$ cat src/pkg/swd_pkg.sv
/*
 * Shared constants and types of the supervision timer: register map,
 * field positions, reset values, window length and mode encoding.
 * Assumes an 8-bit register port and a single system clock.
 */
package swd_pkg;

    // ----------------------------------------
    // Widths
    // ----------------------------------------
    localparam int DATA_W = 8;                       // Register data width
    localparam int ADDR_W = 4;                       // Register address width
    localparam int SEL_W  = 4;                       // Time-out select width
    localparam int CNT_W  = 21;                      // Holds up to 2^20 ticks

    // ----------------------------------------
    // Register map
    // ----------------------------------------
    localparam logic [ADDR_W-1:0] ADDR_CTRL  = 4'h0; // supervision_control_register
    localparam logic [ADDR_W-1:0] ADDR_CAUSE = 4'h1; // reset_cause_register

    // ----------------------------------------
    // Field positions
    // ----------------------------------------
    localparam int BIT_IRQ_FLAG = 7;                 // timeout_irq_flag
    localparam int BIT_IRQ_EN   = 6;                 // timeout_irq_enable_bit
    localparam int BIT_SEL_HI   = 5;                 // timeout_select_field bit 3
    localparam int BIT_CHG_EN   = 4;                 // change_enable_bit
    localparam int BIT_RST_EN   = 3;                 // reset_enable_bit
    localparam int BIT_SEL_LO   = 0;                 // timeout_select_field bits 2..0
    localparam int BIT_CAUSE    = 3;                 // watchdog_reset_cause_flag

    // ----------------------------------------
    // Reset values and limits
    // ----------------------------------------
    localparam logic [SEL_W-1:0]  SEL_RESET  = 4'h0;  // Shortest period after reset
    localparam logic [SEL_W-1:0]  SEL_MAX    = 4'h9;  // Last defined code
    localparam logic              RST_EN_RST = 1'b0;  // Reset enable after power-on
    localparam logic [2:0]        CHG_WIN    = 3'h4;  // Change window, clock cycles
    localparam logic [DATA_W-1:0] RD_ZERO    = 8'h00; // Idle read data
    localparam int                BASE_TICKS = 2048;  // Ticks at code 0000

    // ----------------------------------------
    // Operating modes: {reset enable, irq enable}
    // ----------------------------------------
    typedef enum logic [1:0] {
        SWD_STOPPED = 2'b00,
        SWD_IRQ     = 2'b01,
        SWD_RST     = 2'b10,
        SWD_BOTH    = 2'b11
    } swd_mode_t;

    // Time-out in oscillator ticks; reserved codes use the longest period
    function automatic logic [CNT_W-1:0] swd_limit(input logic [SEL_W-1:0] sel,
                                                    input logic [CNT_W-1:0] base);
        logic [SEL_W-1:0] s;
        s = (sel > SEL_MAX) ? SEL_MAX : sel;
        swd_limit = base << s;
    endfunction : swd_limit

endpackage : swd_pkg
$ cat src/pkg/swd_cnt_if.sv
/*
 * Carrier between the control logic and the time-out counter.
 * Assumes both ends run on the same system clock.
 */
`timescale 1ns/1ps
interface swd_cnt_if;
    import swd_pkg::*;
    logic             tick;     // One-cycle pulse per oscillator cycle
    logic             restart;  // One-cycle pulse, count back to zero
    logic             run;      // Level, counter may advance
    logic [SEL_W-1:0] sel;      // Time-out selection
    logic             expire;   // One-cycle pulse at time-out

    modport ctl (output tick, output restart, output run, output sel, input expire);
    modport cnt (input tick, input restart, input run, input sel, output expire);
endinterface : swd_cnt_if

$ cat src/core/swd_counter.sv
/*
 * Time-out counter stepped by oscillator ticks.
 * Assumes ticks, restarts and selection arrive on the system clock.
 */
`timescale 1ns/1ps
module swd_counter
    import swd_pkg::*;
#(
    parameter int BASE = BASE_TICKS
) (
    input  wire logic clk_i,
    input  wire logic sys_rst_i,
    swd_cnt_if.cnt    cif
);
    logic [CNT_W-1:0] cnt_reg;    // Ticks since last restart
    logic [CNT_W-1:0] limit;      // Current time-out in ticks
    logic             hit;        // Last tick of the period
    logic             exp_reg;    // Expiry pulse

    assign limit = swd_limit(cif.sel, CNT_W'(BASE));
    // Greater-or-equal so that a shorter selection still expires
    assign hit = cif.tick && cif.run && (cnt_reg >= limit - 1'b1);

    // ----------------------------------------
    // Count
    // ----------------------------------------
    always_ff @(posedge clk_i or posedge sys_rst_i) begin
        if (sys_rst_i) begin
            cnt_reg <= '0;
        end else if (cif.restart || !cif.run || hit) begin
            cnt_reg <= '0;
        end else if (cif.tick) begin
            cnt_reg <= cnt_reg + 1'b1;
        end
    end

    // ----------------------------------------
    // Expiry pulse
    // ----------------------------------------
    // A restart in the same cycle as the last tick wins over expiry
    always_ff @(posedge clk_i or posedge sys_rst_i) begin
        if (sys_rst_i) begin
            exp_reg <= 1'b0;
        end else begin
            exp_reg <= hit && !cif.restart;
        end
    end

    assign cif.expire = exp_reg;
endmodule : swd_counter

$ cat src/core/swd_pin_sync.sv
/*
 * Three-stage synchroniser with agreement filter for asynchronous pins.
 * Assumes inputs are levels that stay put for several system clocks.
 */
`timescale 1ns/1ps
module swd_pin_sync #(
    parameter int W = 2
) (
    input  wire logic         clk_i,
    input  wire logic         sys_rst_i,
    input  wire logic [W-1:0] pin_i,
    output logic      [W-1:0] level_o
);
    logic [W-1:0] s1_reg;    // Metastability catcher, read by s2 only
    logic [W-1:0] s2_reg;    // Second stage
    logic [W-1:0] s3_reg;    // Third stage
    logic [W-1:0] lvl_reg;   // Filtered level

    // ----------------------------------------
    // Shift chain
    // ----------------------------------------
    always_ff @(posedge clk_i or posedge sys_rst_i) begin
        if (sys_rst_i) begin
            s1_reg <= '0;
            s2_reg <= '0;
            s3_reg <= '0;
        end else begin
            s1_reg <= pin_i;
            s2_reg <= s1_reg;
            s3_reg <= s2_reg;
        end
    end

    // ----------------------------------------
    // Agreement filter
    // ----------------------------------------
    // A bit changes only when stages two and three agree
    always_ff @(posedge clk_i or posedge sys_rst_i) begin
        if (sys_rst_i) begin
            lvl_reg <= '0;
        end else begin
            lvl_reg <= (s2_reg & s3_reg) | (lvl_reg & (s2_reg | s3_reg));
        end
    end

    assign level_o = lvl_reg;
endmodule : swd_pin_sync

$ cat src/core/swd_top.sv
/*
 * Supervision timer with timed change sequence: register port, mode
 * logic, fuse override, interrupt and reset request generation.
 * Assumes the core gives one-cycle restart and vector pulses on clk_i,
 * and that sys_rst_i is the power-on reset, not the reset it requests.
 */
// Local design decisions: the strobed register port and the address map.
`timescale 1ns/1ps
module swd_top
    import swd_pkg::*;
#(
    parameter int BASE = BASE_TICKS              // Ticks at code 0000, shorten in simulation
) (
    input  wire logic                        clk_i,
    input  wire logic                        sys_rst_i,
    input  wire logic                        osc_i,
    input  wire logic                        always_on_fuse_i,
    input  wire logic                        restart_i,
    input  wire logic                        irq_ack_i,
    input  wire logic [swd_pkg::ADDR_W-1:0]  reg_addr_i,
    input  wire logic [swd_pkg::DATA_W-1:0]  reg_wdata_i,
    input  wire logic                        reg_wr_i,
    input  wire logic                        reg_rd_i,
    output logic      [swd_pkg::DATA_W-1:0]  reg_rdata_o,
    output logic                             timeout_irq_o,
    output logic                             sys_reset_req_o
);
    import swd_pkg::*;

    // ----------------------------------------
    // Declarations
    // ----------------------------------------
    swd_cnt_if         cif ();               // Link to the counter
    logic [1:0]        pins;                 // Filtered {fuse, oscillator}
    logic              osc_lvl;              // Filtered oscillator level
    logic              fuse_on;              // Fuse programmed
    logic              osc_prev_reg;         // Oscillator level last cycle
    logic              tick;                 // One oscillator cycle seen
    logic              irq_flag_reg;         // timeout_irq_flag
    logic              irq_en_reg;           // timeout_irq_enable_bit as written
    logic              rst_en_reg;           // reset_enable_bit as written
    logic [SEL_W-1:0]  sel_reg;              // timeout_select_field
    logic [2:0]        win_reg;              // Cycles left in change window
    logic              cause_reg;            // watchdog_reset_cause_flag
    logic              irq_en_eff;           // Enable after fuse override
    logic              rst_en_eff;           // Enable after fuse and flag override
    logic              chg_en;               // change_enable_bit as read
    swd_mode_t         mode;                 // Active mode
    logic              wr_ctrl;              // Write to control register
    logic              wr_cause;             // Write to cause register
    logic              open_win;             // Write that opens the window
    logic              cfg_write;            // Write consumed by the window
    logic              do_irq;               // Expiry sets the interrupt flag
    logic              do_rst;               // Expiry requests a reset
    logic [DATA_W-1:0] ctrl_val;             // Control register as read
    logic [DATA_W-1:0] cause_val;            // Cause register as read
    logic              rst_req_reg;          // Reset request pulse
    logic              irq_out_reg;          // Interrupt line
    logic [DATA_W-1:0] rdata_reg;            // Read data

    // ----------------------------------------
    // Pin synchronisation and tick
    // ----------------------------------------
    // Both pins are asynchronous to clk_i; one synchroniser serves both
    swd_pin_sync #(
        .W (2)
    ) u_sync (
        .clk_i     (clk_i),
        .sys_rst_i (sys_rst_i),
        .pin_i     ({always_on_fuse_i, osc_i}),
        .level_o   (pins)
    );

    assign osc_lvl = pins[0];
    assign fuse_on = pins[1];

    // Edge history of the filtered oscillator level
    always_ff @(posedge clk_i or posedge sys_rst_i) begin
        if (sys_rst_i) begin
            osc_prev_reg <= 1'b0;
        end else begin
            osc_prev_reg <= osc_lvl;
        end
    end

    // One tick per rising oscillator edge, needs clk_i well above 256 kHz
    assign tick = osc_lvl && !osc_prev_reg;

    // ----------------------------------------
    // Effective enables and mode
    // ----------------------------------------
    assign irq_en_eff = irq_en_reg && !fuse_on;
    assign rst_en_eff = rst_en_reg || cause_reg || fuse_on;
    assign mode       = swd_mode_t'({rst_en_eff, irq_en_eff});
    assign chg_en     = (win_reg != 3'h0);

    // ----------------------------------------
    // Counter hookup
    // ----------------------------------------
    // Commands are already on clk_i, ticks come through the synchroniser
    assign cif.tick    = tick;
    assign cif.restart = restart_i || rst_req_reg;
    assign cif.run     = (mode != SWD_STOPPED);
    assign cif.sel     = sel_reg;

    swd_counter #(
        .BASE (BASE)
    ) u_cnt (
        .clk_i     (clk_i),
        .sys_rst_i (sys_rst_i),
        .cif       (cif)
    );

    // ----------------------------------------
    // Expiry action per mode
    // ----------------------------------------
    // Combined mode resets only if the first interrupt is still pending
    always_comb begin
        do_irq = 1'b0;
        do_rst = 1'b0;
        if (cif.expire) begin
            case (mode)
                SWD_IRQ: begin
                    do_irq = 1'b1;
                end
                SWD_RST: begin
                    do_rst = 1'b1;
                end
                SWD_BOTH: begin
                    do_irq = !irq_flag_reg;
                    do_rst = irq_flag_reg;
                end
                default: begin
                    do_irq = 1'b0;
                    do_rst = 1'b0;
                end
            endcase
        end
    end

    // ----------------------------------------
    // Register decode
    // ----------------------------------------
    assign wr_ctrl  = reg_wr_i && (reg_addr_i == ADDR_CTRL);
    assign wr_cause = reg_wr_i && (reg_addr_i == ADDR_CAUSE);

    // Opening needs change enable and reset enable in the same write
    assign open_win = wr_ctrl && reg_wdata_i[BIT_CHG_EN]
                      && reg_wdata_i[BIT_RST_EN];
    // The single write taken inside the window, with change enable low
    assign cfg_write = wr_ctrl && chg_en
                       && !reg_wdata_i[BIT_CHG_EN];

    // ----------------------------------------
    // Change window
    // ----------------------------------------
    // Counts down four cycles, closed early by the accepted write
    always_ff @(posedge clk_i or posedge sys_rst_i) begin
        if (sys_rst_i) begin
            win_reg <= 3'h0;
        end else if (open_win) begin
            win_reg <= CHG_WIN;
        end else if (cfg_write) begin
            win_reg <= 3'h0;
        end else if (chg_en) begin
            win_reg <= win_reg - 3'h1;
        end
    end

    // ----------------------------------------
    // Reset enable
    // ----------------------------------------
    // Outside the window a write may only set it, never clear it
    always_ff @(posedge clk_i or posedge sys_rst_i) begin
        if (sys_rst_i) begin
            rst_en_reg <= RST_EN_RST;
        end else if (cfg_write) begin
            rst_en_reg <= reg_wdata_i[BIT_RST_EN];
        end else if (wr_ctrl) begin
            rst_en_reg <= rst_en_reg | reg_wdata_i[BIT_RST_EN];
        end
    end

    // ----------------------------------------
    // Time-out selection
    // ----------------------------------------
    // Changed only by the write accepted in the window
    always_ff @(posedge clk_i or posedge sys_rst_i) begin
        if (sys_rst_i) begin
            sel_reg <= SEL_RESET;
        end else if (cfg_write) begin
            sel_reg <= {reg_wdata_i[BIT_SEL_HI],
                        reg_wdata_i[BIT_SEL_LO+2:BIT_SEL_LO]};
        end
    end

    // ----------------------------------------
    // Interrupt enable
    // ----------------------------------------
    // Free to write; vector in combined mode drops it to reset mode
    always_ff @(posedge clk_i or posedge sys_rst_i) begin
        if (sys_rst_i) begin
            irq_en_reg <= 1'b0;
        end else if (wr_ctrl) begin
            irq_en_reg <= reg_wdata_i[BIT_IRQ_EN];
        end else if (irq_ack_i && irq_flag_reg && mode == SWD_BOTH) begin
            irq_en_reg <= 1'b0;
        end
    end

    // ----------------------------------------
    // Interrupt flag
    // ----------------------------------------
    // Set wins over a write-one clear or the vector clear
    always_ff @(posedge clk_i or posedge sys_rst_i) begin
        if (sys_rst_i) begin
            irq_flag_reg <= 1'b0;
        end else if (do_irq) begin
            irq_flag_reg <= 1'b1;
        end else if (irq_ack_i) begin
            irq_flag_reg <= 1'b0;
        end else if (wr_ctrl && reg_wdata_i[BIT_IRQ_FLAG]) begin
            irq_flag_reg <= 1'b0;
        end
    end

    // ----------------------------------------
    // Reset cause flag
    // ----------------------------------------
    // Cleared only by power-on or a written zero; set wins
    always_ff @(posedge clk_i or posedge sys_rst_i) begin
        if (sys_rst_i) begin
            cause_reg <= 1'b0;
        end else if (do_rst) begin
            cause_reg <= 1'b1;
        end else if (wr_cause && !reg_wdata_i[BIT_CAUSE]) begin
            cause_reg <= 1'b0;
        end
    end

    // ----------------------------------------
    // Reset request
    // ----------------------------------------
    // One clock long; also restarts the counter for the next period
    always_ff @(posedge clk_i or posedge sys_rst_i) begin
        if (sys_rst_i) begin
            rst_req_reg <= 1'b0;
        end else begin
            rst_req_reg <= do_rst;
        end
    end

    // ----------------------------------------
    // Interrupt line
    // ----------------------------------------
    // Level, registered on clk_i, so it rises only on a system clock edge
    always_ff @(posedge clk_i or posedge sys_rst_i) begin
        if (sys_rst_i) begin
            irq_out_reg <= 1'b0;
        end else begin
            irq_out_reg <= (irq_flag_reg || do_irq) && irq_en_eff;
        end
    end

    // ----------------------------------------
    // Read data
    // ----------------------------------------
    always_comb begin
        ctrl_val                            = RD_ZERO;
        ctrl_val[BIT_IRQ_FLAG]              = irq_flag_reg;
        ctrl_val[BIT_IRQ_EN]                = irq_en_eff;
        ctrl_val[BIT_SEL_HI]                = sel_reg[3];
        ctrl_val[BIT_CHG_EN]                = chg_en;
        ctrl_val[BIT_RST_EN]                = rst_en_eff;
        ctrl_val[BIT_SEL_LO+2:BIT_SEL_LO]   = sel_reg[2:0];
        cause_val                           = RD_ZERO;
        cause_val[BIT_CAUSE]                = cause_reg;
    end

    // Valid only in the cycle after the strobe, zero otherwise
    always_ff @(posedge clk_i or posedge sys_rst_i) begin
        if (sys_rst_i) begin
            rdata_reg <= RD_ZERO;
        end else if (reg_rd_i && reg_addr_i == ADDR_CTRL) begin
            rdata_reg <= ctrl_val;
        end else if (reg_rd_i && reg_addr_i == ADDR_CAUSE) begin
            rdata_reg <= cause_val;
        end else begin
            rdata_reg <= RD_ZERO;
        end
    end

    // ----------------------------------------
    // Outputs
    // ----------------------------------------
    assign reg_rdata_o     = rdata_reg;
    assign timeout_irq_o   = irq_out_reg;
    assign sys_reset_req_o = rst_req_reg;

endmodule : swd_top

$ cat config.mk
export PLATFORM = sky130hd
export DESIGN_NAME = swd_top
export DESIGN_NICKNAME = d
export VERILOG_FILES = /design/src/pkg/swd_pkg.sv /design/src/pkg/swd_cnt_if.sv /design/src/core/swd_counter.sv /design/src/core/swd_pin_sync.sv /design/src/core/swd_top.sv
export SDC_FILE = /design/constraint.sdc
export NUM_CORES = 1
export LEC_CHECK = 0
export ABC_AREA = 1
export BUFFER_PORTS_ARGS = -buffer_cell sky130_fd_sc_hd__buf_2
export CORE_MARGIN = 1
export CORE_UTILIZATION = 55
export CTS_BUF_LIST = sky130_fd_sc_hd__clkbuf_4 sky130_fd_sc_hd__clkbuf_8
export DETAILED_ROUTE_END_ITERATION = 10
export GPL_ROUTABILITY_DRIVEN = 0
export PLACE_DENSITY = 0.75
export SLEW_MARGIN = 10
export SYNTH_ARGS = -nofsm -noshare
export SYNTH_HDL_FRONTEND = slang
export SYNTH_SLANG_ARGS = --single-unit
$ cat constraint.sdc
create_clock -name clk_i -period 3.25 [get_ports clk_i]
set_clock_uncertainty 0.1 [all_clocks]
set_input_delay 0.4875 -clock clk_i [delete_from_list [all_inputs] [get_ports clk_i]]
set_output_delay 0.4875 -clock clk_i [all_outputs]
set_load 0.05 [all_outputs]
; Yosys cells after proc, flatten, opt, wreduce, memory -nomap -nowiden
; Index checks and enable logic that the tools add are counted.
[totals]
reg_bits = 52
inputBits = 20
output_inout_bits = 10
elab_cells = 92
[op_classes]
addsub = 3
magnitude_cmp = 2
n_eq_ne = 4
shift = 1
n_mux = 21
n_bitwise = 5
n_reduce_logical = 40
[op_table]
columns = operator, n
row1 = 21-bit two-way mux, 2
row2 = 21-bit by 1-bit adder with 21-bit output (second input constant), 1
row3 = 21-bit >= comparator, 1
row4 = 12-bit by 4-bit left shift with 21-bit output (first input constant), 1
row5 = 21-bit by 1-bit subtractor with 21-bit output (second input constant), 1
row6 = 1-bit logical AND, 18
row7 = 1-bit two-way mux, 11
row8 = 2-bit nonzero test, 5
row9 = 3-bit two-way mux, 3
row10 = 3-bit nonzero test, 3
row11 = 4-bit two-way mux, 2
row12 = 8-bit two-way mux, 1
row13 = 1-bit logical NOT, 7
row14 = 1-bit logical OR, 6
row15 = 2-bit AND, 2
row16 = 2-bit == test (second input constant), 2
row17 = 4-bit by 1-bit == test with 1-bit output (second input constant), 1
row18 = 4-bit greater-than comparator (second input constant), 1
row19 = 4-bit logical NOT, 1
row20 = 2-bit bitwise OR, 2
row21 = 1-bit case mux with 2 select lines, 2
row22 = 3-bit by 1-bit subtractor with 3-bit output (second input constant), 1
row23 = 2-bit by 1-bit == test with 1-bit output (second input constant), 1
row24 = 1-bit bitwise OR, 1

; Depth between registers and ports, before layout
; Gate-level depths: netlist of run 1.
[depth]
ltp_word = 8
mapped_depth = 18
mapped_depth_nobuf = 17

; Modules after synthesis
; From an unflattened synthesis of run 1, not the netlist that was laid out.
[hier_totals]
cells_unflattened = 350
area_unflattened_um2 = 2890.3
[by_module_without_submodules]
columns = mod, n_inst, cells_each, area_per_inst_um2, seq_area_each_um2
row1 = swd_counter, 1, 221, 1637.8, 550.5
row2 = swd_top, 1, 112, 1016.0, 550.5
row3 = swd_pin_sync, 1, 17, 236.5, 200.2

; Worst setup path after synthesis of run 1
; No wires, ideal clock.
[synth_timing]
kind = reg-to-reg
start = reg sel_reg[2] (netlist: cif.sel[2])
end = reg u_cnt.cnt_reg[3]
setup_time_ns = 0.080
t_arrival_ns = 2.258
t_required_ns = 3.070
path_slack_ns = 0.811
stages_incl_launch_ff = 18
path_buffers = 1
period_less_slack_ns = 2.439
cell_sequence = dfrtp_1 nor2_1 inv_1 nor3_1 inv_1 ha_1 xor2_1 ha_1 nand2_1 nor2_1 nand3_1 nand2_1 a21oi_1 nand2_2 nand2_4 nand2_4 buf_6 nor3_2
[synth_between]
elab_chain_len = 8
elab_cells_between_ends = 9
cone_classes = add/sub (1) / order compare (2) / shift (1) / mux (2) / reduce/logical (3)
[synth_rtl]
columns = item, line
row1 = "start, declared", swd_top.sv:42  ; logic [SEL_W-1:0] sel_reg;
row2 = "start signal, assigned", swd_top.sv:192  ; sel_reg <= {reg_wdata_i[BIT_SEL_HI],
row3 = 4-bit greater-than comparator, swd_pkg.sv:57  ; s = (sel > SEL_MAX) ? SEL_MAX : sel;
row4 = 4-bit two-way mux *, swd_pkg.sv:57
row5 = 12-bit by 4-bit left shift with 21-bit output *, swd_pkg.sv:58  ; swd_limit = base << s;
row6 = 21-bit by 1-bit subtractor with 21-bit output *, swd_counter.sv:22  ; assign hit = cif.tick && cif.run && (cnt_reg >= limit - 1'b1);
row7 = 21-bit >= comparator *, swd_counter.sv:22
row8 = 1-bit logical AND *, swd_counter.sv:22
row9 = 1-bit logical OR *, swd_counter.sv:30  ; end else if (cif.restart || !cif.run || hit) begin
row10 = 21-bit two-way mux / 2-bit nonzero test (equally long branches), n/a
row11 = "end signal, assigned", swd_counter.sv:33  ; cnt_reg <= cnt_reg + 1'b1;
row12 = "end, declared", swd_counter.sv:15  ; logic [CNT_W-1:0] cnt_reg;
; Every way passes the cells marked *; elsewhere a longest branch is shown, timed or not.
; A chain may end at the register's enable or synchronous reset.

; Worst setup path in the final report of run 1
[layout_timing]
start = reg sel_reg[2] (netlist: cif.sel[2])
end = reg u_cnt.cnt_reg[7]
; The elaborated chain is that of the path after synthesis.

==> impl_results.md, run 1 <==
* Starting Density at 0.586
* Launch instance of the worst min-delay path: always_on_fuse_i
* Most frequent cells in the layout: 67 x sky130_fd_sc_hd__nand2_1, 54 x sky130_fd_sc_hd__inv_1, 52 x sky130_fd_sc_hd__dfrtp_1, 48 x sky130_fd_sc_hd__nor2_1, 29 x sky130_fd_sc_hd__buf_2
* Number of global-route vias before repair at 2,163
* Vias per inst at 5.14
* Least-Margin Pin Slew at 1050 ps
* WHS at approximately 180 ps
* Antenna cell count at 0
* Kind of launch point of the worst setup path: register
* Antenna violations before repair at 0
* Number of design-rule violations left by the first detailed-router iteration at 147
* Pre-CTS setup slack at 522 ps
* Crit path launch: cif.sel[2]
* Number of hold-repair buffers added at the cts stage at 0
* Synth-to-Final Area Change at 11.7%
* Post-CTS Resized at 0
* Path type of the worst min-delay path: in -> reg
* Number of hold violations in the final report at 0
* Setup Buffers After CTS at 0
* Sinks on Clock Net at 52
* DRT Wirelength at 5460 um
* CTS buffer count at 5
* Outcome: finished clean
* Pleak at 1.63 nW
* Netlist area before placement at 0.00283 mm^2
* Area of the die at approximately 0.0054 mm^2
* Critical path peak fanout at 14
* TritonCTS clock tree: built
* Cells along the critical path: nor2_1 -> inv_1 -> nor3_1 -> inv_1 -> ha_1 -> nand2_1 -> xnor2_1 -> ha_1 -> nand2_1 -> nand2_1 -> a21oi_1 -> nand2_1 -> a21oi_1 -> nand2_2 -> nand2_4 -> nand2_4 -> nor3_1
* Synth Net Count at 382
* Post-Route Setup TNS at 0 ps
* Post-placement cell count at 442
* Library cells used by synthesis at 32
* Final setup violation count at 0
* Average size of a mapped cell at about 8 um^2
* Min Clock Period, post-route at 2760 ps
* Clock Tree Buf Depth at 2
* Number of flip-flops in the largest register at 21
* Largest net degree at the start of global routing at 53
* Max IR drop VDD at 323 uV
* Worst setup path category: reg -> reg
* Sequential share of the synthesized area at 0.461
* Area of the multi-input gates at 0.00129 mm^2
* Number of port buffers at 29
* Number of top-level pins at 30
* Relative slew margins at 0.299
* Achievable frequency at 362 MHz
* Placed standard-cell area at around 0.003 mm^2
* Die width at 73.7 um
* Final core utilization at 0.655
* DR WL/cell at between 10 and 15 um
* Beginning of the worst register-to-register path: cif.sel[2]
* Cell count after synthesis at around 350
* Fill cells at 405
* Worst Setup End Kind: register
* Floorplan core area at 0.00482 mm^2
* Cell Count, Final, Fillers Out at 450
* Final setup slack of the worst path at 489 ps
* Remaining global-route overflow at 0
* Largest stage delay on the critical path at 450 ps
* Critical path data arrival time at about 2900 ps
* Max-slew violation count at 0
* Cell with the biggest individual delay on the critical path: sky130_fd_sc_hd__dfrtp_1
* Detailed placer's ending HPWL at 3970 um
* Final instance area at 0.00316 mm^2
* Clock transition at the registers of the reported paths at 100 ps
* First-pass GRT wire length at 9390 um
* P per Cell Area at 501 mW/mm^2
* Number of cell rows at 25
* Htree depth at 2
* Floorplan die height at 73.7 um
* # nets final at roughly 420
* Vias at 2,313
* GRT Total Usage at 0.229
* Final worst-path cycle share at 0.850
* Leading cell type in the layout, fill and taps excluded: sky130_fd_sc_hd__nand2_1
* # Max-Cap Violations at 0
* Share of post-route cells with drive strength above 1 at 0.164
* Number of design rule violations left after detail routing at 0
* First-pass iteration count of the detailed router at 4
* #FFs+latches synth at 52
* Area used by sequential logic in the layout at 0.00130 mm^2
* Setup repair after global routing missed its margin: false
* Total power of the final layout at 1.58 mW
* Most frequent CP cell: sky130_fd_sc_hd__nand2_1
* Number of antenna-violating nets in the routed design at 0
* Clock Tree Root: sky130_fd_sc_hd__clkbuf_8
* Count of synthesis-stage warnings from yosys at 0
* Worst endpoint required time at 3370 ps
* Clock latency on the worst-skew pair at 310 ps
worst max-delay path, delay by kind of cell, from the launching register on:
family / cells / cell delay (ps)
compound gates: 2 / 330
buf+inv: 2 / 150
fa+ha+maj: 2 / 390
simple gates: 10 / 1170
flops: 1 / 450
xor+xnor: 1 / 70
cells by family (layout without fill, tap and decap cells):
family | Yosys count | in the layout | synth area share
simple gates | 180 | 180 | 0.299
buf+inv | 60 | 95 | 0.0837
flops | 52 | 52 | 0.461
compound gates | 29 | 29 | 0.0554
fa+ha+maj | 16 | 16 | 0.0691
xor+xnor | 10 | 10 | 0.0310
other cells | 1 | 1 | 0.00133
cell usage after synthesis:
master | n | area [um^2]
sky130_fd_sc_hd__nand4_1 | 11 | 68.8
sky130_fd_sc_hd__ha_1 | 14 | 175
sky130_fd_sc_hd__a211oi_1 | 1 | 7.51
sky130_fd_sc_hd__a21oi_1 | 13 | 65.1
sky130_fd_sc_hd__conb_1 | 1 | 3.75
sky130_fd_sc_hd__or2_4 | 1 | 8.76
sky130_fd_sc_hd__or2_1 | 1 | 6.26
sky130_fd_sc_hd__nand3b_1 | 1 | 7.51
sky130_fd_sc_hd__nand3_2 | 3 | 30.0
sky130_fd_sc_hd__nor2_4 | 1 | 11.3
sky130_fd_sc_hd__nand2_4 | 2 | 22.5
sky130_fd_sc_hd__o21ai_0 | 11 | 55.1
sky130_fd_sc_hd__o21bai_1 | 1 | 7.51
sky130_fd_sc_hd__o32ai_1 | 1 | 8.76
sky130_fd_sc_hd__buf_6 | 1 | 11.3
sky130_fd_sc_hd__inv_2 | 3 | 11.3
sky130_fd_sc_hd__xor2_1 | 7 | 61.3
sky130_fd_sc_hd__inv_1 | 55 | 206
sky130_fd_sc_hd__nand3_1 | 22 | 110
sky130_fd_sc_hd__nor3_2 | 2 | 20.0
sky130_fd_sc_hd__or2_2 | 2 | 12.5
sky130_fd_sc_hd__dfrtp_1 | 52 | 1300
sky130_fd_sc_hd__nand2_2 | 2 | 12.5
sky130_fd_sc_hd__buf_4 | 1 | 7.51
sky130_fd_sc_hd__o22ai_1 | 2 | 12.5
sky130_fd_sc_hd__nand4_2 | 1 | 12.5
sky130_fd_sc_hd__nor2_2 | 8 | 50.1
sky130_fd_sc_hd__xnor2_1 | 3 | 26.3
sky130_fd_sc_hd__nand2_1 | 67 | 251
sky130_fd_sc_hd__nor3_1 | 8 | 40.0
sky130_fd_sc_hd__nor2_1 | 48 | 180
sky130_fd_sc_hd__maj3_1 | 2 | 20.0
final timing paths:
path	to	slack, ps	cells after the start
hold / removal	u_sync.s1_reg[1]	180	1
hold reg to reg	u_sync.s2_reg[0]	260	0
min in group asynchronous	u_sync.s3_reg[0]	340	2
setup / recovery	u_cnt.cnt_reg[7]	490	17
setup reg to reg	u_cnt.cnt_reg[7]	490	17
max in group asynchronous	u_cnt.cnt_reg[4]	2080	2
layer usage:
layer  part of all wire  global-route usage
met2               0.49               0.375
met1               0.46               0.303
met5                  0                   0
met3              0.035              0.0412
met4              0.020              0.0855
layout make-up:
cell class / instances / area share
clock buffers: 6 / 0.0262
clock inverters: 2 / 0.0123
inverters: 58 / 0.0690
multi-input cells: 236 / 0.408
flip-flops and latches: 52 / 0.412
well taps: 67 / 0.0266
repair buffers: 29 / 0.0460
power by group:
part	switching (mW)	internal, mW	total, mW
logic	0.221	0.130	0.350
registers	0.0537	0.713	0.766
clock network	0.214	0.252	0.465
Note: power is estimated with default switching activity, not from simulation.
==> run 2, diff against run 1 <==
Clock period 3.25 ns to 2.63 ns, I/O delays scaled along.
==> run 2 against run 1 <==
Net effect:
- core utilization increased by 4.7 points
- setup slack got worse by 460 ps
- critical path depth decreased by 2
- largest cell class is now multi-input combinational cells
- largest power group unchanged
- highest routed layer unchanged
==> impl_results.md, run 2 (synthesized netlist as in run 1, its figures left out) <==
* Outcome: finished clean
* Post-Route Setup TNS at 0 ps
* # nets final at 423
* TritonCTS clock tree: built
* Number of port buffers at 29
* Total power of the final layout at between 2 and 2.5 mW
* Number of design rule violations left after detail routing at 0
* Floorplan core area at 0.00482 mm^2
* Most frequent CP cell: sky130_fd_sc_hd__nand2_2
* Detailed placer's ending HPWL at 4320 um
* Clock latency on the worst-skew pair at between 300 and 400 ps
* Die width at 73.7 um
* # Max-Cap Violations at 0
* FF-to-FF setup slack at 20 ps
* CTS buffer count at 5
* Antenna cell count at 0
* Number of hold violations in the final report at 0
* Floorplan die height at 73.7 um
* Vias per inst at slightly above 5
* Clock Tree Root: sky130_fd_sc_hd__clkbuf_8
* Worst Reg-to-Reg Cells at 15
* Critical path data arrival time at between 2000 and 3000 ps
* Worst endpoint required time at 2730 ps
* Worst Setup End Kind: register
* Min Clock Period, post-route at 2610 ps
* Path type of the worst min-delay path: in -> async
* Number of antenna-violating nets in the routed design at 0
* P per Cell Area at 614 mW/mm^2
* Worst setup path category: reg -> reg
* Layer with the highest usage: met2
* Sinks on Clock Net at 52
* Final instance area at around 0.0034 mm^2
* Number of cell rows at 25
* Clock Tree Buf Depth at 2
* Kind of launch point of the worst setup path: register
* Met1 track demand over resource at 0.326
* Synth-to-Final Area Change at 19.8%
* Cell family with most CP delay: simple AND/OR/NAND/NOR gates
* End of the worst register-to-register path: u_cnt.cnt_reg[2]
* Area of the die at 0.00543 mm^2
* Largest stage delay on the critical path at 500 ps
* Achievable frequency at between 300 and 400 MHz
* Number of hold-repair buffers added at the cts stage at 0
* Critical path peak fanout at 7
* Number of global-route vias before repair at 2,291
* Cell Count, Final, Fillers Out at 457
* Htree depth at 2
* Pleak at 1.68 nW
* Cells along the critical path: inv_1 -> nand3_1 -> ha_4 -> nand2_4 -> xnor2_2 -> ha_1 -> nand2_2 -> nor2_4 -> nand2_2 -> nor2_4 -> a21oi_2 -> nand2_2 -> nand2_8 -> nand2_8 -> nor2_1
* DR WL/cell at 13.5 um
* Met3 usage at 0.0412
* Post-placement cell count at 445
* First-pass iteration count of the detailed router at 4
* Share of post-route cells with drive strength above 1 at 0.249
* Met2 Usage GRT at 0.409
* Largest net degree at the start of global routing at 53
* Starting Density at 0.586
* Placed standard-cell area at 0.00307 mm^2
* Number of design-rule violations left by the first detailed-router iteration at 181
* Beginning of the worst register-to-register path: cif.sel[3]
* Remaining global-route overflow at 0
* DRT Wirelength at 6180 um
* Vias at 2,367
* Setup repair after global routing missed its margin: true
* Number of top-level pins at 30
* GRT Total Usage at 0.246
* Buf/Inv on CP at 1
* First-pass GRT wire length at between 10,000 and 15,000 um
* Most frequent cells in the layout: 62 x sky130_fd_sc_hd__nand2_1, 52 x sky130_fd_sc_hd__dfrtp_1, 51 x sky130_fd_sc_hd__inv_1, 40 x sky130_fd_sc_hd__nor2_1, 29 x sky130_fd_sc_hd__buf_2
* Max IR drop VDD at 401 uV
* Final setup violation count at 0
* Number of flip-flops in the largest register at 21
* Leading cell type in the layout, fill and taps excluded: sky130_fd_sc_hd__nand2_1
* Max-slew violation count at 0
* Final worst-path cycle share at 0.991
* Antenna violations before repair at 0
* Cell with the biggest individual delay on the critical path: sky130_fd_sc_hd__dfrtp_1
* Clock transition at the registers of the reported paths at 100 ps
run 2: changes by cell type in the layout (fill, tap and decap cells not counted), sizes merged:
| cell | change |
|---|---|
| buf | +5 |
| inv | +1 |
| clkinvlp | +1 |
| clkbuf | -1 |
| nand2 | +2 |
| clkinv | -1 |
run 2: where the power goes:
part / switching [mW] / total (mW) / internal [mW]
Combinational: 0.345 / 0.565 / 0.220
Clock: 0.281 / 0.568 / 0.287
Sequential: 0.0634 / 0.944 / 0.881
run 2: tightest hold or removal path, stage by stage:
cell                     delay (ps)
sky130_fd_sc_hd__buf_2          100
sky130_fd_sc_hd__inv_2           60
sky130_fd_sc_hd__buf_12         260
run 2: area by class of cell:
type	count	area [um^2]
multi-input cells	238	1470
fillers	402	1430
flip-flops and latches	52	1300
inverters	58	218
repair buffers	34	195
well taps	67	83.8
clock buffers	5	68.8
clock inverters	3	46.3
run 2: how the worst max path moves through the flow:
stage / startpoint / endpoint / slack [ps] / cells past startpoint
2_1_floorplan: cif.sel[2] / u_cnt.cnt_reg[3] / 190 / 17
3_3_place_gp: cif.sel[1] / u_cnt.cnt_reg[13] / 110 / 17
3_5_place_dp: cif.sel[1] / u_cnt.cnt_reg[7] / -80 / 17
4_1_cts: cif.sel[2] / u_cnt.cnt_reg[7] / 20 / 17
5_1_grt: cif.sel[1] / u_cnt.cnt_reg[12] / -110 / 16
6_report: cif.sel[3] / u_cnt.cnt_reg[2] / 20 / 15
run 2: timing repair:
action / 4_1_cts / 5_1_grt
buffers inserted: 1 / 1
cloned: 1 / 1
setup endpoints to repair: 14 / 22
pin swaps: 3 / 14
gates resized for setup: 5 / 35
run 2: through the flow:
step                      hold WS, ps  setup slack [ps]  utilization
after floorplan                   231               191            -
after global placement            234               112        0.637
after detailed placement          238             -79.5        0.637
after CTS                        19.0              16.4        0.669
after global routing             24.7              -105        0.703
final                            12.2              24.9        0.703
run 2: metal layers:
layer	wire, um	vias up
met2	3110	65
met3	245	15
li1	-	1186
met1	2700	1101
met4	126	0
met5	0	-
==> run 3, diff against run 2 <==
Settings changed: CORE_ASPECT_RATIO set to 0.6.
==> run 3 against run 2 <==
Net effect:
- the run now ends with negative setup slack left
- die area is 0.17% higher
- setup slack worse by 56 ps
- final area is 1.4% lower
- clock-buffer cell count stayed put
- critical path depth is 2 higher
- hold slack worse by 3.3 ps
- power is 0.16% higher
- register-to-register slack worse by 60 ps
- global-route usage is 0.62 points higher
- combinational power is 1% higher
==> impl_results.md, run 3 (synthesized netlist as in run 1, its figures left out) <==
* Die width at 94.5 um
* DRT Wirelength at 6310 um
* Max IR drop VDD at roughly 380 uV
* # Max-Cap Violations at 0
* Buf/Inv on CP at 2
* Min Clock Period, post-route at 2660 ps
* Htree depth at 2
* Number of top-level pins at 30
* Relative slew margins at 0.649
* Leading cell type in the layout, fill and taps excluded: sky130_fd_sc_hd__nand2_1
* Post-placement cell count at 442
* Clock transition at the registers of the reported paths at 100 ps
* Number of port buffers at 29
* Number of global-route vias before repair at 2,157
* Final worst-path cycle share at 1.01
* First-pass iteration count of the detailed router at 4
* Kind of launch point of the worst setup path: register
* Cell with the biggest individual delay on the critical path: sky130_fd_sc_hd__dfrtp_1
* Share of total power in sequential cells at 0.456
* Cell Int Power at 1.39 mW
* Setup repair after global routing missed its margin: true
* First-pass GRT wire length at around 10,000 um
* Number of design rule violations left after detail routing at 0
* DR WL/cell at between 10 and 15 um
* Post-Route Setup TNS at -330 ps
* Switching part of the total power at 0.331
* Switching power at 0.688 mW
* Number of cell rows at 19
* WHS at 8.86 ps
* Largest net degree at the start of global routing at 29
* Fill cells at 375
* Violations in the final reports: negative setup slack
* Achievable frequency at 376 MHz
* Number of hold violations in the final report at 0
* Share of post-route cells with drive strength above 1 at 0.238
* # nets final at 423
* Path type of the worst min-delay path: in -> async
* Synth-to-Final Area Change at 18.2%
* Clock Tree Root: sky130_fd_sc_hd__clkbuf_8
* Critical path data arrival time at 2760 ps
* Final setup slack of the worst path at -31.1 ps
* FF-to-FF setup slack at -30 ps
* Antenna cell count at 0
* Vias per inst at roughly 5.3
* Least-Margin Pin Slew at 526 ps
* Worst Setup End Kind: register
* Floorplan die height at 57.5 um
* Detailed placer's ending HPWL at between 4000 and 5000 um
* Cell family with most CP delay: simple AND/OR/NAND/NOR gates
* Most frequent cells in the layout: 65 x sky130_fd_sc_hd__nand2_1, 52 x sky130_fd_sc_hd__inv_1, 52 x sky130_fd_sc_hd__dfrtp_1, 39 x sky130_fd_sc_hd__nor2_1, 29 x sky130_fd_sc_hd__buf_2
* Number of design-rule violations left by the first detailed-router iteration at 225
* Sinks on Clock Net at 52
* Vias at 2,395
* GRT Total Usage at 0.252
* Remaining global-route overflow at 0
* Worst endpoint required time at ~2700 ps
* TritonCTS clock tree: built
* Cells along the critical path: nor2_2 -> inv_2 -> nor3_4 -> inv_2 -> ha_4 -> nand2_4 -> xnor2_2 -> ha_1 -> nand2_1 -> nor2_2 -> nand2_1 -> nor2_2 -> a21oi_2 -> nand2_2 -> nand2_4 -> nand2_8 -> nor3_4
* Final setup violation count at 14
* Starting Density at 0.594
* Area of the die at about 0.0054 mm^2
* Largest stage delay on the critical path at 420 ps
* Clock network fraction of total power at 0.270
* Floorplan core area at 0.00475 mm^2
* Number of flip-flops in the largest register at 21
* Pleak at 1.69 nW
* P per Cell Area at 623 mW/mm^2
* Critical path peak fanout at 7
* Most frequent CP cell: sky130_fd_sc_hd__nor2_2
* Cell Count, Final, Fillers Out at approximately 450
* Clock latency on the worst-skew pair at ~310 ps
* Clock Tree Buf Depth at 2
* CTS buffer count at 5
* Antenna violations before repair at 0
* Proportion of power drawn by combinational gates at 0.274
* Outcome: complete, but fails checks
* Max-slew violation count at 0
* Number of antenna-violating nets in the routed design at 0
* Worst setup path category: reg -> reg
==> run 3: changes by cell type in the layout (fill, tap and decap cells not counted), moves of 2 or more <==
cell	change
sky130_fd_sc_hd__nor2_2	+6
sky130_fd_sc_hd__nor2_4	-5
sky130_fd_sc_hd__nand2_1	+3
sky130_fd_sc_hd__nand2_2	-2
==> run 3: final timing paths <==
path / from / end / cells past startpoint
setup / recovery: cif.sel[2] / u_cnt.cnt_reg[3] / 17
hold reg to reg: u_sync.s1_reg[0] / u_sync.s2_reg[0] / 0
min in group clk_i: always_on_fuse_i / u_sync.s1_reg[1] / 1
max in group asynchronous: sys_rst_i / u_cnt.cnt_reg[10] / 3
setup reg to reg: cif.sel[2] / u_cnt.cnt_reg[3] / 17
hold / removal: sys_rst_i / u_sync.s1_reg[1] / 2
==> run 3: layout make-up <==
| cell class | count | area (um^2) | area share |
|---|---|---|---|
| flip-flops and latches | 52 | 1300 | 0.390 |
| well taps | 63 | 78.8 | 0.0236 |
| clock inverters | 3 | 46.3 | 0.0139 |
| inverters | 58 | 218 | 0.0652 |
| clock buffers | 5 | 68.8 | 0.0206 |
| multi-input cells | 238 | 1430 | 0.428 |
| repair buffers | 34 | 195 | 0.0585 |
==> run 3: metrics by stage <==
stage | power [mW] | area (um^2) | utilization | worst slack [ps]
3_5_place_dp | 1.44 | 3070 | 0.646 | -41.5
6_report | 2.08 | 3340 | 0.702 | -31.1
5_1_grt | 2.19 | 3340 | 0.702 | -168
3_3_place_gp | 1.41 | 3070 | 0.646 | 121
2_1_floorplan | 1.29 | 2830 | - | 191
4_1_cts | 2.02 | 3210 | 0.675 | 3.59
==> run 3: power by group through the flow <==
stage / Sequential [mW] / Combinational (mW) / Clock (mW)
2_1_floorplan: 0.953 / 0.335 / 0
3_3_place_gp: 0.944 / 0.471 / 0
3_5_place_dp: 0.949 / 0.487 / 0
4_1_cts: 0.940 / 0.501 / 0.575
5_1_grt: 0.957 / 0.636 / 0.599
6_report: 0.948 / 0.571 / 0.561
==> run 3: routing by layer <==
layer	track usage	up-vias	routed length, um
met1	0.386	1102	3030
met2	0.354	88	2690
met4	0.0823	0	89
met5	0	-	0
li1	-	1194	-
met3	0.0560	11	502
==> run 3: timing repair <==
| action | CTS | global route |
|---|---|---|
| gates resized for setup | 3 | 27 |
| endpoints found under the hold margin | 0 | 0 |
| setup endpoints to repair | 14 | 22 |
| cloned | 1 | 1 |
| pin swaps | 1 | 16 |
| hold buffers | 0 | 0 |
| setup buffers | 0 | 1 |
